**src/verilog/mbsea_pkg.sv**
```systemverilog
// shared constants and types of the modbus slave event-access block
// assumes a framing layer that delivers decoded requests on the same clock
package mbsea_pkg;

  // ---------------------------------------------------------------
  // function codes
  // ---------------------------------------------------------------
  localparam logic [7:0] FC_RD_COILS = 8'h01;
  localparam logic [7:0] FC_RD_HOLD = 8'h03;
  localparam logic [7:0] FC_RD_INPUT = 8'h04;
  localparam logic [7:0] FC_WR_COIL = 8'h05;
  localparam logic [7:0] FC_WR_REG = 8'h06;
  localparam logic [7:0] FC_DIAG = 8'h08;
  localparam logic [7:0] FC_SLAVE_ID = 8'h11;
  localparam logic [7:0] FC_EXC_FLAG = 8'h80;

  // ---------------------------------------------------------------
  // exception codes
  // ---------------------------------------------------------------
  localparam logic [7:0] EXC_ILL_FUNC = 8'h01;
  localparam logic [7:0] EXC_ILL_ADDR = 8'h02;
  localparam logic [7:0] EXC_ILL_VALUE = 8'h03;
  localparam logic [7:0] EXC_BUSY = 8'h06;

  // ---------------------------------------------------------------
  // diagnostic subfunctions
  // ---------------------------------------------------------------
  localparam logic [15:0] SUB_ECHO = 16'h0000;
  localparam logic [15:0] SUB_RESTART = 16'h0001;
  localparam logic [15:0] SUB_LISTEN = 16'h0004;

  // ---------------------------------------------------------------
  // coil and register map
  // ---------------------------------------------------------------
  localparam logic [15:0] COIL_HOLD = 16'h0001;
  localparam logic [15:0] COIL_ON = 16'hff00;
  localparam logic [15:0] COIL_OFF = 16'h0000;
  localparam logic [15:0] A_REFRESH = 16'h9f41;
  localparam logic [15:0] A_ACK = 16'h9f42;
  localparam logic [15:0] A_NEXT = 16'h9f43;
  localparam logic [15:0] A_SIZE = 16'h9f44;
  localparam logic [15:0] A_TEXT_FIRST = 16'h9f46;
  localparam logic [15:0] A_TEXT_LAST = 16'h9f80;
  localparam logic [5:0] TEXT_WORDS = 6'h3b;

  // ---------------------------------------------------------------
  // slave-id payload word select and defaults
  // ---------------------------------------------------------------
  localparam logic [1:0] ID_MODEL = 2'h0;
  localparam logic [1:0] ID_VERSION = 2'h1;
  localparam logic [1:0] ID_ISSUE = 2'h2;
  localparam logic [15:0] MODEL_DEF = 16'h5a3c; // arbitrary value
  localparam logic [15:0] VERSION_DEF = 16'h0001;
  localparam logic [15:0] ISSUE_DEF = 16'h0001;
  localparam logic [15:0] POS_FLOOR = 16'h0001;

  // controller states, gray along idle -> fetch -> idle
  typedef enum logic [1:0] {
    MBSEA_IDLE = 2'h0,
    MBSEA_FETCH = 2'h1
  } mbsea_state_t;

endpackage

```
**src/verilog/mbsea_buf_if.sv**
```systemverilog
// carrier between request controller and event text store
// assumes both ends share clk and the clock enable carried here
`timescale 1ns/1ps
interface mbsea_buf_if;
  logic ce;
  logic clr;
  logic wr;
  logic [5:0] wr_idx;
  logic [15:0] wr_data;
  logic [5:0] rd_idx;
  logic [15:0] rd_data;
  logic [5:0] len;

  modport ctrl (output ce, output clr, output wr, output wr_idx, output wr_data, output rd_idx,
                input rd_data, input len);
  modport store (input ce, input clr, input wr, input wr_idx, input wr_data, input rd_idx,
                 output rd_data, output len);
endinterface

```
**src/verilog/mbsea_slave.sv**
```systemverilog
// modbus slave request handler with event-list access
// assumes decoded requests and an event log source on the same clock
`timescale 1ns/1ps

module mbsea_slave #(
  parameter logic [15:0] MODEL_CODE = mbsea_pkg::MODEL_DEF,
  parameter logic [15:0] VERSION_NUM = mbsea_pkg::VERSION_DEF,
  parameter logic [15:0] ISSUE_NUM = mbsea_pkg::ISSUE_DEF
) (
  input wire logic clk,
  input wire logic sys_rst,
  input wire logic ce,
  input wire logic req_valid,
  output logic req_ready,
  input wire logic [7:0] req_func,
  input wire logic [15:0] req_addr,
  input wire logic [15:0] req_data,
  output logic resp_valid,
  output logic [7:0] resp_func,
  output logic [15:0] resp_data,
  output logic resp_echo,
  output logic comm_restart,
  output logic hold_readings,
  input wire logic [7:0] log_count,
  output logic log_req,
  output logic [7:0] log_idx,
  input wire logic log_word_valid,
  input wire logic [15:0] log_word,
  input wire logic log_last,
  output logic log_ack,
  output logic [7:0] log_ack_idx
);

  // ---------------------------------------------------------------
  // version and issue identity words, zero forced up to one
  // ---------------------------------------------------------------
  localparam logic [15:0] VER_POS = (VERSION_NUM == 16'h0000) ? mbsea_pkg::POS_FLOOR : VERSION_NUM;
  localparam logic [15:0] ISS_POS = (ISSUE_NUM == 16'h0000) ? mbsea_pkg::POS_FLOOR : ISSUE_NUM;

  typedef struct packed {
    mbsea_pkg::mbsea_state_t st;
    logic hold;
    logic listen;
    logic rsp_vld;
    logic [7:0] rsp_func;
    logic [15:0] rsp_data;
    logic rsp_echo;
    logic restart;
    logic log_req;
    logic log_ack;
    logic clr;
    logic [7:0] list_len;
    logic [7:0] cur;
    logic [5:0] wr_cnt;
    logic [15:0] sv_data;
  } mbsea_ctl_t;

  mbsea_ctl_t q_ff;
  mbsea_ctl_t nxt_q;
  logic take;
  logic [15:0] text_off;
  logic [7:0] nav_len;
  logic [7:0] nav_cur;

  mbsea_buf_if bif ();

  mbsea_text_store u_store (
    .clk(clk),
    .sys_rst(sys_rst),
    .bif(bif)
  );

  // ---------------------------------------------------------------
  // store hookup
  // ---------------------------------------------------------------
  assign text_off = req_addr - mbsea_pkg::A_TEXT_FIRST;
  assign bif.ce = ce;
  assign bif.clr = q_ff.clr;
  assign bif.wr = (q_ff.st == mbsea_pkg::MBSEA_FETCH) && log_word_valid;
  assign bif.wr_idx = q_ff.wr_cnt;
  assign bif.wr_data = log_word;
  assign bif.rd_idx = text_off[5:0];

  // request is taken only while idle and enabled
  assign take = ce && req_valid && (q_ff.st == mbsea_pkg::MBSEA_IDLE);
  assign req_ready = (q_ff.st == mbsea_pkg::MBSEA_IDLE);

  // ---------------------------------------------------------------
  // next state
  // ---------------------------------------------------------------
  always_comb
  begin
    nxt_q = q_ff;
    nxt_q.rsp_vld = 1'b0;
    nxt_q.restart = 1'b0;
    nxt_q.log_req = 1'b0;
    nxt_q.log_ack = 1'b0;
    nxt_q.clr = 1'b0;
    nav_len = q_ff.list_len;
    nav_cur = q_ff.cur;
    case (q_ff.st)
      mbsea_pkg::MBSEA_IDLE:
      begin
        if (take && q_ff.listen)
        begin
          // silent; only restart wakes the port
          if ((req_func == mbsea_pkg::FC_DIAG) && (req_addr == mbsea_pkg::SUB_RESTART))
          begin
            nxt_q.listen = 1'b0;
            nxt_q.restart = 1'b1;
          end
        end
        else if (take)
        begin
          nxt_q.rsp_vld = 1'b1;
          nxt_q.rsp_func = req_func;
          nxt_q.rsp_data = req_data;
          nxt_q.rsp_echo = 1'b0;
          case (req_func)
            mbsea_pkg::FC_RD_COILS:
            begin
              if (req_addr == mbsea_pkg::COIL_HOLD)
              begin
                nxt_q.rsp_data = {15'h0000, q_ff.hold};
              end
              else
              begin
                nxt_q.rsp_func = req_func | mbsea_pkg::FC_EXC_FLAG;
                nxt_q.rsp_data = {8'h00, mbsea_pkg::EXC_ILL_ADDR};
              end
            end
            mbsea_pkg::FC_RD_HOLD:
            begin
              if (req_addr == mbsea_pkg::A_SIZE)
              begin
                nxt_q.rsp_data = {10'h000, bif.len};
              end
              else if ((req_addr >= mbsea_pkg::A_TEXT_FIRST) && (req_addr <= mbsea_pkg::A_TEXT_LAST))
              begin
                nxt_q.rsp_data = bif.rd_data;
              end
              else
              begin
                nxt_q.rsp_func = req_func | mbsea_pkg::FC_EXC_FLAG;
                nxt_q.rsp_data = {8'h00, mbsea_pkg::EXC_ILL_ADDR};
              end
            end
            mbsea_pkg::FC_RD_INPUT:
            begin
              // no input registers at all
              nxt_q.rsp_func = req_func | mbsea_pkg::FC_EXC_FLAG;
              nxt_q.rsp_data = {8'h00, mbsea_pkg::EXC_ILL_FUNC};
            end
            mbsea_pkg::FC_WR_COIL:
            begin
              if (req_addr != mbsea_pkg::COIL_HOLD)
              begin
                nxt_q.rsp_func = req_func | mbsea_pkg::FC_EXC_FLAG;
                nxt_q.rsp_data = {8'h00, mbsea_pkg::EXC_ILL_ADDR};
              end
              else if (req_data == mbsea_pkg::COIL_ON)
              begin
                nxt_q.hold = 1'b1;
              end
              else if (req_data == mbsea_pkg::COIL_OFF)
              begin
                nxt_q.hold = 1'b0;
              end
              else
              begin
                nxt_q.rsp_func = req_func | mbsea_pkg::FC_EXC_FLAG;
                nxt_q.rsp_data = {8'h00, mbsea_pkg::EXC_ILL_VALUE};
              end
            end
            mbsea_pkg::FC_WR_REG:
            begin
              if ((req_addr != mbsea_pkg::A_REFRESH) && (req_addr != mbsea_pkg::A_ACK)
                  && (req_addr != mbsea_pkg::A_NEXT))
              begin
                nxt_q.rsp_func = req_func | mbsea_pkg::FC_EXC_FLAG;
                nxt_q.rsp_data = {8'h00, mbsea_pkg::EXC_ILL_ADDR};
              end
              else if (q_ff.hold)
              begin
                // event window frozen while readings are held
                nxt_q.rsp_func = req_func | mbsea_pkg::FC_EXC_FLAG;
                nxt_q.rsp_data = {8'h00, mbsea_pkg::EXC_BUSY};
              end
              else
              begin
                if (req_addr == mbsea_pkg::A_REFRESH)
                begin
                  nav_len = log_count;
                  nav_cur = 8'h00;
                end
                else if ((req_addr == mbsea_pkg::A_ACK) && (q_ff.cur < q_ff.list_len))
                begin
                  // log drops the entry, next one slides into place
                  nxt_q.log_ack = 1'b1;
                  nav_len = q_ff.list_len - 8'h01;
                end
                else if ((req_addr == mbsea_pkg::A_NEXT) && (q_ff.cur < q_ff.list_len))
                begin
                  nav_cur = q_ff.cur + 8'h01;
                end
                nxt_q.list_len = nav_len;
                nxt_q.cur = nav_cur;
                nxt_q.clr = 1'b1;
                nxt_q.wr_cnt = 6'h00;
                nxt_q.sv_data = req_data;
                if (nav_cur < nav_len)
                begin
                  nxt_q.log_req = 1'b1;
                  nxt_q.rsp_vld = 1'b0;
                  nxt_q.st = mbsea_pkg::MBSEA_FETCH;
                end
              end
            end
            mbsea_pkg::FC_DIAG:
            begin
              case (req_addr)
                mbsea_pkg::SUB_ECHO:
                begin
                  nxt_q.rsp_echo = 1'b1;
                end
                mbsea_pkg::SUB_RESTART:
                begin
                  nxt_q.restart = 1'b1;
                end
                mbsea_pkg::SUB_LISTEN:
                begin
                  nxt_q.rsp_vld = 1'b0;
                  nxt_q.listen = 1'b1;
                end
                default:
                begin
                  nxt_q.rsp_func = req_func | mbsea_pkg::FC_EXC_FLAG;
                  nxt_q.rsp_data = {8'h00, mbsea_pkg::EXC_ILL_FUNC};
                end
              endcase
            end
            mbsea_pkg::FC_SLAVE_ID:
            begin
              // word select rides on the address field
              case (req_addr[1:0])
                mbsea_pkg::ID_MODEL: nxt_q.rsp_data = MODEL_CODE;
                mbsea_pkg::ID_VERSION: nxt_q.rsp_data = VER_POS;
                mbsea_pkg::ID_ISSUE: nxt_q.rsp_data = ISS_POS;
                default:
                begin
                  nxt_q.rsp_func = req_func | mbsea_pkg::FC_EXC_FLAG;
                  nxt_q.rsp_data = {8'h00, mbsea_pkg::EXC_ILL_ADDR};
                end
              endcase
            end
            default:
            begin
              nxt_q.rsp_func = req_func | mbsea_pkg::FC_EXC_FLAG;
              nxt_q.rsp_data = {8'h00, mbsea_pkg::EXC_ILL_FUNC};
            end
          endcase
        end
      end
      mbsea_pkg::MBSEA_FETCH:
      begin
        // collect the current event text from the log
        if (log_word_valid && (q_ff.wr_cnt < mbsea_pkg::TEXT_WORDS))
        begin
          nxt_q.wr_cnt = q_ff.wr_cnt + 6'h01;
        end
        if (log_word_valid && log_last)
        begin
          nxt_q.st = mbsea_pkg::MBSEA_IDLE;
          nxt_q.rsp_vld = 1'b1;
          nxt_q.rsp_func = mbsea_pkg::FC_WR_REG;
          nxt_q.rsp_data = q_ff.sv_data;
        end
      end
      default:
      begin
        nxt_q.st = mbsea_pkg::MBSEA_IDLE;
      end
    endcase
  end

  // state register, frozen while ce is low
  always_ff @(posedge clk or posedge sys_rst)
  begin
    if (sys_rst)
    begin
      q_ff <= '0;
    end
    else if (ce)
    begin
      q_ff <= nxt_q;
    end
  end

  // ---------------------------------------------------------------
  // outputs
  // ---------------------------------------------------------------
  assign resp_valid = q_ff.rsp_vld;
  assign resp_func = q_ff.rsp_func;
  assign resp_data = q_ff.rsp_data;
  assign resp_echo = q_ff.rsp_echo;
  assign comm_restart = q_ff.restart;
  assign hold_readings = q_ff.hold;
  assign log_req = q_ff.log_req;
  assign log_idx = q_ff.cur;
  assign log_ack = q_ff.log_ack;
  assign log_ack_idx = q_ff.cur;
endmodule

```
**src/verilog/mbsea_text_store.sv**
```systemverilog
// event text store: one current event, two ascii characters a word
// assumes words arrive in order from index zero after a clear
`timescale 1ns/1ps
module mbsea_text_store (
  input wire logic clk,
  input wire logic sys_rst,
  mbsea_buf_if.store bif
);

  typedef struct packed {
    logic [58:0][15:0] mem;
    logic [5:0] len;
  } mbsea_store_t;

  mbsea_store_t q_ff;
  mbsea_store_t nxt_q;

  // ---------------------------------------------------------------
  // next state: clear, then fill word by word
  // ---------------------------------------------------------------
  always_comb
  begin
    nxt_q = q_ff;
    if (bif.clr)
    begin
      nxt_q.len = 6'h00;
    end
    // a word arriving with the clear still lands, so a fast log loses nothing
    if (bif.wr && (bif.wr_idx < mbsea_pkg::TEXT_WORDS))
    begin
      nxt_q.mem[bif.wr_idx] = bif.wr_data;
      nxt_q.len = bif.wr_idx + 6'h01; // length follows last word
    end
  end

  // state register, frozen while ce is low
  always_ff @(posedge clk or posedge sys_rst)
  begin
    if (sys_rst)
    begin
      q_ff <= '0;
    end
    else if (bif.ce)
    begin
      q_ff <= nxt_q;
    end
  end

  // ---------------------------------------------------------------
  // read side: words past the message read as zero
  // ---------------------------------------------------------------
  always_comb
  begin
    bif.rd_data = 16'h0000;
    if (bif.rd_idx < q_ff.len)
    begin
      bif.rd_data = q_ff.mem[bif.rd_idx];
    end
  end

  assign bif.len = q_ff.len;

endmodule

```
**config.mk**
```make
export PLATFORM = sky130hd
export DESIGN_NAME = mbsea_slave
export DESIGN_NICKNAME = d
export VERILOG_FILES = /design/src/verilog/mbsea_pkg.sv /design/src/verilog/mbsea_buf_if.sv /design/src/verilog/mbsea_slave.sv /design/src/verilog/mbsea_text_store.sv
export SDC_FILE = /design/constraint.sdc
export NUM_CORES = 2
export LEC_CHECK = 0
export BUFFER_PORTS_ARGS = -buffer_cell sky130_fd_sc_hd__buf_2
export CAP_MARGIN = 20
export CORE_AREA = 2 2 315 317
export DETAILED_ROUTE_END_ITERATION = 10
export DIE_AREA = 0 0 317 319
export MAX_ROUTING_LAYER = met4
export PLACE_DENSITY = 0.64
export SETUP_SLACK_MARGIN = 0.15
export SYNTH_ARGS = -nofsm -noshare
export SYNTH_HDL_FRONTEND = slang
export SYNTH_SLANG_ARGS = --single-unit
```
**constraint.sdc**
```tcl
create_clock -name clk -period 53.4 [get_ports clk]
set_clock_uncertainty 0.15 [all_clocks]
set_input_delay 8.01 -clock clk [delete_from_list [all_inputs] [get_ports clk]]
set_output_delay 8.01 -clock clk [all_outputs]
set_load 0.01 [all_outputs]
```
# Word-level counts from Yosys, hierarchy flattened
# Index checks and enable logic that the tools add are counted.
op_classes:
  n_lt_le_gt_ge: 9
  n_bitwise: 4
  n_addsub: 4
  n_reduce_logical: 36
  eq_ne: 29
  n_mux: 78
op_table:
  columns: ["operator", "count"]
  rows:
  - ["$bwmux 944", 1]
  - ["$mux 8", 21]
  - ["$mux 41", 4]
  - ["$mux 24", 6]
  - ["$pmux 24 s6", 1]
  - ["$bmux 16 s6", 1]
  - ["$demux 16 s6", 1]
  - ["$eq 16x16->1 const B", 5]
  - ["$mux 16", 5]
  - ["$mux 72", 1]
  - ["$pmux 25 s2", 1]
  - ["$ne 16x16->1 const B", 3]
  - ["$logic_not 16->1", 2]
  - ["$pmux 15 s2", 1]
  - ["$mux 26", 1]
  - ["$mux 25", 1]
  - ["$mux 20", 1]
  - ["$mux 6", 3]
  - ["$mux 1", 17]
  - ["$eq 16x1->1 const B", 1]
  - ["$eq 16x3->1 const B", 1]
  - ["$eq 8x3->1 const B", 2]
  - ["$ge 16x16->1 const B", 1]
  - ["$le 16x16->1 const B", 1]
  - ["35 further kinds", 78]
word_totals:
  out_inout_bits: 47
  regBits: 1022
  wordCells: 235
  in_bits: 70

# Longest topological paths before layout
depth:
  depth_word: 19
  mapped_depth: 20
  depth_no_buf: 17

# By module
# From an unflattened synthesis, not the netlist that was laid out.
hier_totals:
  hier_cells: 3491
  area_unflattened_um2: 49017.0
by_module_without_submodules:
  columns: ["mod", "cells_each", "seq_area_each_um2", "area_per_inst_um2", "instances"]
  rows:
  - ["mbsea_text_store", 2886, 23772.8, 43892.1, 1]
  - ["mbsea_slave", 605, 1776.7, 5124.9, 1]

# Worst setup path before layout
# No wires, ideal clock.
synth_path:
  path_kind: "input to register"
  from: "input port req_addr[1]"
  to: "register q_ff, in the netlist resp_valid"
  setup_ns: 0.128
  required_time_ns: 53.122
  setup_slack_ns: 41.283
  path_buffers: 6
  t_arrival_ns: 11.839
  stages: 17
  path_cell_list: "buf_4 -> buf_2 -> buf_2 -> buf_2 -> buf_2 -> inv_1 -> ha_1 -> inv_1 -> nor3_1 -> clkbuf_1 -> nor2_1 -> ha_1 -> a211o_1 -> a211o_1 -> a221o_1 -> a2111oi_2 -> nor2_1"
synth_via:
  elab_chain_cells: 19
  word_cells_on_any_way: 37
  classes_between: "order compare: 1; eq/ne: 7; mux: 25; reduce/logical: 4"
synth_lines:
  columns: ["item", "line", "text"]
  rows:
  - ["from (decl)", "mbsea_slave.sv:16", "input wire logic [15:0] req_addr,"]
  - ["$eq 16x16->1", "mbsea_slave.sv:202", "else if ((req_addr == mbsea_pkg::A_NEXT) && (q_ff.cur < q_ff.list_len))"]
  - ["$logic_and 1x1->1", "mbsea_slave.sv:202", null]
  - ["$mux 8", "mbsea_slave.sv:202", null]
  - ["$mux 8", "mbsea_slave.sv:196", "else if ((req_addr == mbsea_pkg::A_ACK) && (q_ff.cur < q_ff.list_len))"]
  - ["$mux 8", "mbsea_slave.sv:191", "if (req_addr == mbsea_pkg::A_REFRESH)"]
  - ["$mux 8", "mbsea_slave.sv:183", "else if (q_ff.hold)"]
  - ["$mux 8", "mbsea_slave.sv:177", "if ((req_addr != mbsea_pkg::A_REFRESH) && (req_addr != mbsea_pkg::A_ACK)"]
  - ["$mux 8", "mbsea_slave.sv:119", "case (req_func)"]
  - ["[... 3 more ...]", null, null]
  - ["$lt 8x8->1", "mbsea_slave.sv:211", "if (nav_cur < nav_len)"]
  - ["$mux 1", "mbsea_slave.sv:211", null]
  - ["$mux 1", "mbsea_slave.sv:183", null]
  - ["$mux 1", "mbsea_slave.sv:177", null]
  - ["$pmux 1 s2 (*)", "mbsea_slave.sv:119", null]
  - ["$mux 72 (*)", "mbsea_slave.sv:113", "else if (take)"]
  - ["$mux 26 (*)", "mbsea_slave.sv:104", "if (take && q_ff.listen)"]
  - ["$pmux 25 s2 (*)", "mbsea_slave.sv:101", "case (q_ff.st)"]
  - ["to (signal assigned)", "mbsea_slave.sv:295", "q_ff <= nxt_q;"]
  - ["to (decl)", "mbsea_slave.sv:58", "mbsea_ctl_t q_ff;"]
# Mark *: on every way between the ends. The rest lies on a longest branch, timed or not. The select of a mux whose other input is x is not followed.
# A chain may end at the register's enable or synchronous reset.

# Final worst setup path
# Same ends and word-level chain as after synthesis.

==> run summary <==
The run finished with clean final reports. The placeable core region was 97,700 µm². Setup repair after global routing left no endpoint under its margin.

For the pin with the worst max-slew slack, the measured transition is 1.17 ns. The tools report the hold path startpoint as q_ff[3]. The setup TNS is 0 ns, and the instance count after placement with tap cells included is 4,619. Critical-path cell with the highest stage delay: buf_4. The number of endpoints with negative hold slack in the final report came out at 0.

In this run, synthesis inferred 0 flip-flops with an integrated enable. Total cell area at the placement stage: 50,100 µm². The run gives 3,438 as the gate count of the mapped netlist. The post-route antenna net violation count is 0, and the share of synthesized flip-flops with an asynchronous set or reset is 100%. Synthesis inferred 1,021 register bits. The worst-case IR drop observed on VDD is 0.0300 mV. The max-slew violation count was 0; the remaining design rule violation count was 0. The reported leakage power was 25.7 nW; the max-capacitance violation count was 0. The floorplan row count was 115; the aggregate global routing overflow was 0.

Along the worst path, the maximum fanout reaches 79. For this run, the slowest stage of the critical path takes 0.73 ns. The mean cell area of the mapped netlist is 14.1 µm². The logs give 109 for the number of buffers added by the clock tree synthesis step and 22.1% for the worst-case headroom to the max-slew limit. The sequential cells in the finished layout cover a total of 25,500 µm². The tools report the total wire length as 139,000 µm. Synthesis instantiated 76 different standard cells from the library.

Worst setup path category: in2reg. The first global-routing pass estimated 210,000 µm of wire. After clock tree synthesis, the clock-pin slew on the worst setup and hold paths is 0.06 ns. The per-cell routed wire length was 28.8 µm. The via density per instance came out at 6.32. Summing over every cut layer, the via total after detailed routing is 30,432. Overall power consumption after layout is estimated at 1.62 mW. Traced cell by cell, the critical path runs through buf_8, buf_4, ha_1, nand2b_1, nor4_1, nand4_1, xor2_1, nor2_1, ha_1, a211o_1, a211o_1, a221o_1, a2111oi_2, nor2_1.

The quantity of I/O buffers inserted on ports was 116. TritonCTS built the clock tree. The worst path in the final design needs a cycle of 12.03 ns, including I/O delays and setup.

Once the clock tree was built, the setup fixing pass inserted 0 buffers. The worst path uses 22.5% of the clock period. At the end of routability-driven placement, the weighted congestion stood at 0.965. For the first-iteration detailed-routing DRC count, the log shows 2,535.

In this run the power density over the cells is 30.2 nW/µm². Once detailed placement completed, the half-perimeter wirelength came to 88,200 µm. No sink is reached through more buffers than the 3 on the longest clock path.

Measured along the x axis, the die boundary spans 317 µm. Global routing used 28.6% of the available tracks across all layers. The multi-input combinational cells in the finished layout cover a total of 21,400 µm². The tools report the worst reg2reg path startpoint as log_ack_idx[5]. The clock tree synthesis step divided the H-tree into 3 levels. The fraction of layout instances using a drive strength above 1 is 46.0%, and the setup slack of the critical path after layout is 41.37 ns. The cell sitting at the root of the clock tree is a clkbuf_16. The via count of the first global-routing pass is 31,682, and the portion of the post-synthesis area used by sequential elements is 52.6%. Once the clock tree was built, the resizer swapped 0 gates to a different size. The area growth from synthesis to layout is 10.9%.

The die height is 319 µm. Setup violations remaining at the end of the flow were counted as 0. Fill cell total of the finished layout: 7,764. For the worst slack after detailed placement, the log shows 40.62 ns. The net count of the finished layout is 3,551. Nature of the critical path endpoint: a flip-flop. The non-filler instance count after layout was 4,819; the clock insertion delay at the later pin of the skew report was 0.70 ns. The number of top-level design ports is 117. Data required time of the worst path: 53.82 ns. Timing would allow up to 83.1 MHz. The die covers 101,000 µm².

The run gives 0 as the count of warnings emitted by yosys. Entering global routing, the biggest net connects 176 pins. The run gives 0 as the number of hold buffers added after CTS.

In this run the worst hold path is classified as reg2reg. In the synthesized netlist the dominant register cell turns out to be dfrtp_1. The finished cells cover 53,900 µm². The CTS sink count came out at 1,021. For the initial core utilization, the log shows 49.7%. At the worst endpoint, the arrival time is 12.45 ns.

The critical path starts at req_addr[1]. The tools report the initial antenna violation count as 1. The logs give 6 for the first-pass detailed-route iteration total and 48,600 µm² for the area of the mapped netlist.

The type of origin of the critical path is an input port. For the net count after synthesis, the log shows 3,537.
-- cells in the mapped netlist (6+ instances only) --
library cell	count	area share, %
a211oi_1	10	0.15
nor2b_1	7	0.090
buf_1	8	0.062
o31ai_1	11	0.17
o311ai_0	11	0.20
nor4_1	17	0.22
nand2_1	207	1.6
buf_2	79	0.81
xor2_1	7	0.13
mux4_2	243	11
buf_4	50	0.77
mux2i_1	29	0.60
and2_1	10	0.13
or3_1	7	0.090
ha_1	29	0.75
o21ai_0	67	0.69
a32oi_1	9	0.16
mux2_2	962	22
a221o_1	9	0.19
clkbuf_1	184	1.4
a31oi_1	14	0.18
nor3b_1	6	0.093
a221oi_1	11	0.20
inv_1	35	0.27
nor2_1	111	0.86
dfrtp_1	1021	53
nand2b_1	9	0.12
a21oi_1	44	0.45
and3_1	7	0.090
a22o_1	7	0.13
a21o_1	14	0.22
nand3_1	48	0.49
nand4_1	20	0.26
nor3_1	30	0.31
xnor2_1	12	0.22
-- sequential cells by signal, summed over array words and instances, names as in the netlist --
signal / flops
u_store.q_ff: 944
q_ff: 26
resp_data: 16
log_ack_idx: 8
resp_func: 8
bif.wr_idx: 6
u_store.bif.len: 6
bif.clr: 1
comm_restart: 1
hold_readings: 1
log_ack: 1
log_req: 1
resp_echo: 1
resp_valid: 1
-- power by group --
part	internal (mW)	switching [mW]
Combinational	0.0247	0.0685
Sequential	0.776	0.00203
Clock	0.441	0.313
Total	1.24	0.383
-- metal layers --
metal | GRT usage [%] | wire length (µm) | up-vias
met1 | 40.0 | 60600 | 16456
met2 | 42.9 | 64700 | 1062
met5 | - | 0 | -
li1 | - | - | 12672
met4 | 9.00 | 4420 | 0
met3 | 4.99 | 9020 | 242
-- final cells by class --
| cell class | instances | share of cell area (%) |
|---|---|---|
| clock inverter | 31 | 0.704 |
| tap | 1287 | 2.99 |
| clock buffer | 158 | 5.85 |
| inverter | 37 | 0.272 |
| timing repair buffer | 225 | 2.93 |
| antenna | 2 | 0.00929 |
| multi-input combinational | 2058 | 39.8 |
| sequential | 1021 | 47.4 |
-- cell usage in the layout, fill, tap and decap left out, drive strengths merged, types with 11 or more instances in the layout --
cell type and n:
nor3 30, nor2 111, a31oi 14, buf 224, o311ai 11, nand3 48, mux4 243, mux2 962
clkinv 16, nand2 207, ha 29, mux2i 29, o31ai 12, inv 39, and2 11, xnor2 12
a21oi 44, o21ai 67, nand4 21, a221oi 11, a21o 14, clkbuf 159, nor4 18, dfrtp 1021
-- per-stage QoR --
| step | hold slack [ns] | util (%) |
|---|---|---|
| floorplan | 0.289 | - |
| global placement | 0.305 | 51.3 |
| detailed placement | 0.308 | 51.3 |
| CTS | 0.327 | 54.9 |
| global route | 0.348 | 55.1 |
| finish | 0.331 | 55.1 |
-- path summary, 6_finish.rpt --
check                                    endpoint  slack [ns]  cells past startpoint
worst min register to register            q_ff[3]        0.33                      2
worst max-delay path                   resp_valid       41.37                     14
min in group asynchronous       u_store.q_ff[299]        7.27                      2
worst max register to register           q_ff[70]       49.02                     15
worst min-delay path                      q_ff[3]        0.33                      2
max in group asynchronous       u_store.q_ff[593]       42.83                      6
-- kinds of logic (layout without fill, tap and decap cells) --
| kind of cell | after synthesis | count (layout) | share of synthesized area [%] |
|---|---|---|---|
| compound gates | 267 | 267 | 3.81 |
| xor+xnor | 19 | 19 | 0.343 |
| fa+ha+maj | 29 | 29 | 0.747 |
| buf+inv | 359 | 451 | 3.38 |
| flops | 1021 | 1021 | 52.6 |
| mux | 1234 | 1234 | 34.2 |
| other cells | 0 | 2 | 0 |
| simple gates | 509 | 509 | 4.95 |
-- worst max-delay path: cells and delay by family --
kind / cells / cell delay (ns)
buf+inv: 2 / 1.27
compound gates: 4 / 1.25
simple gates: 5 / 0.90
fa+ha+maj: 2 / 0.66
xor+xnor: 1 / 0.27
(Power assumes the default switching activity.)
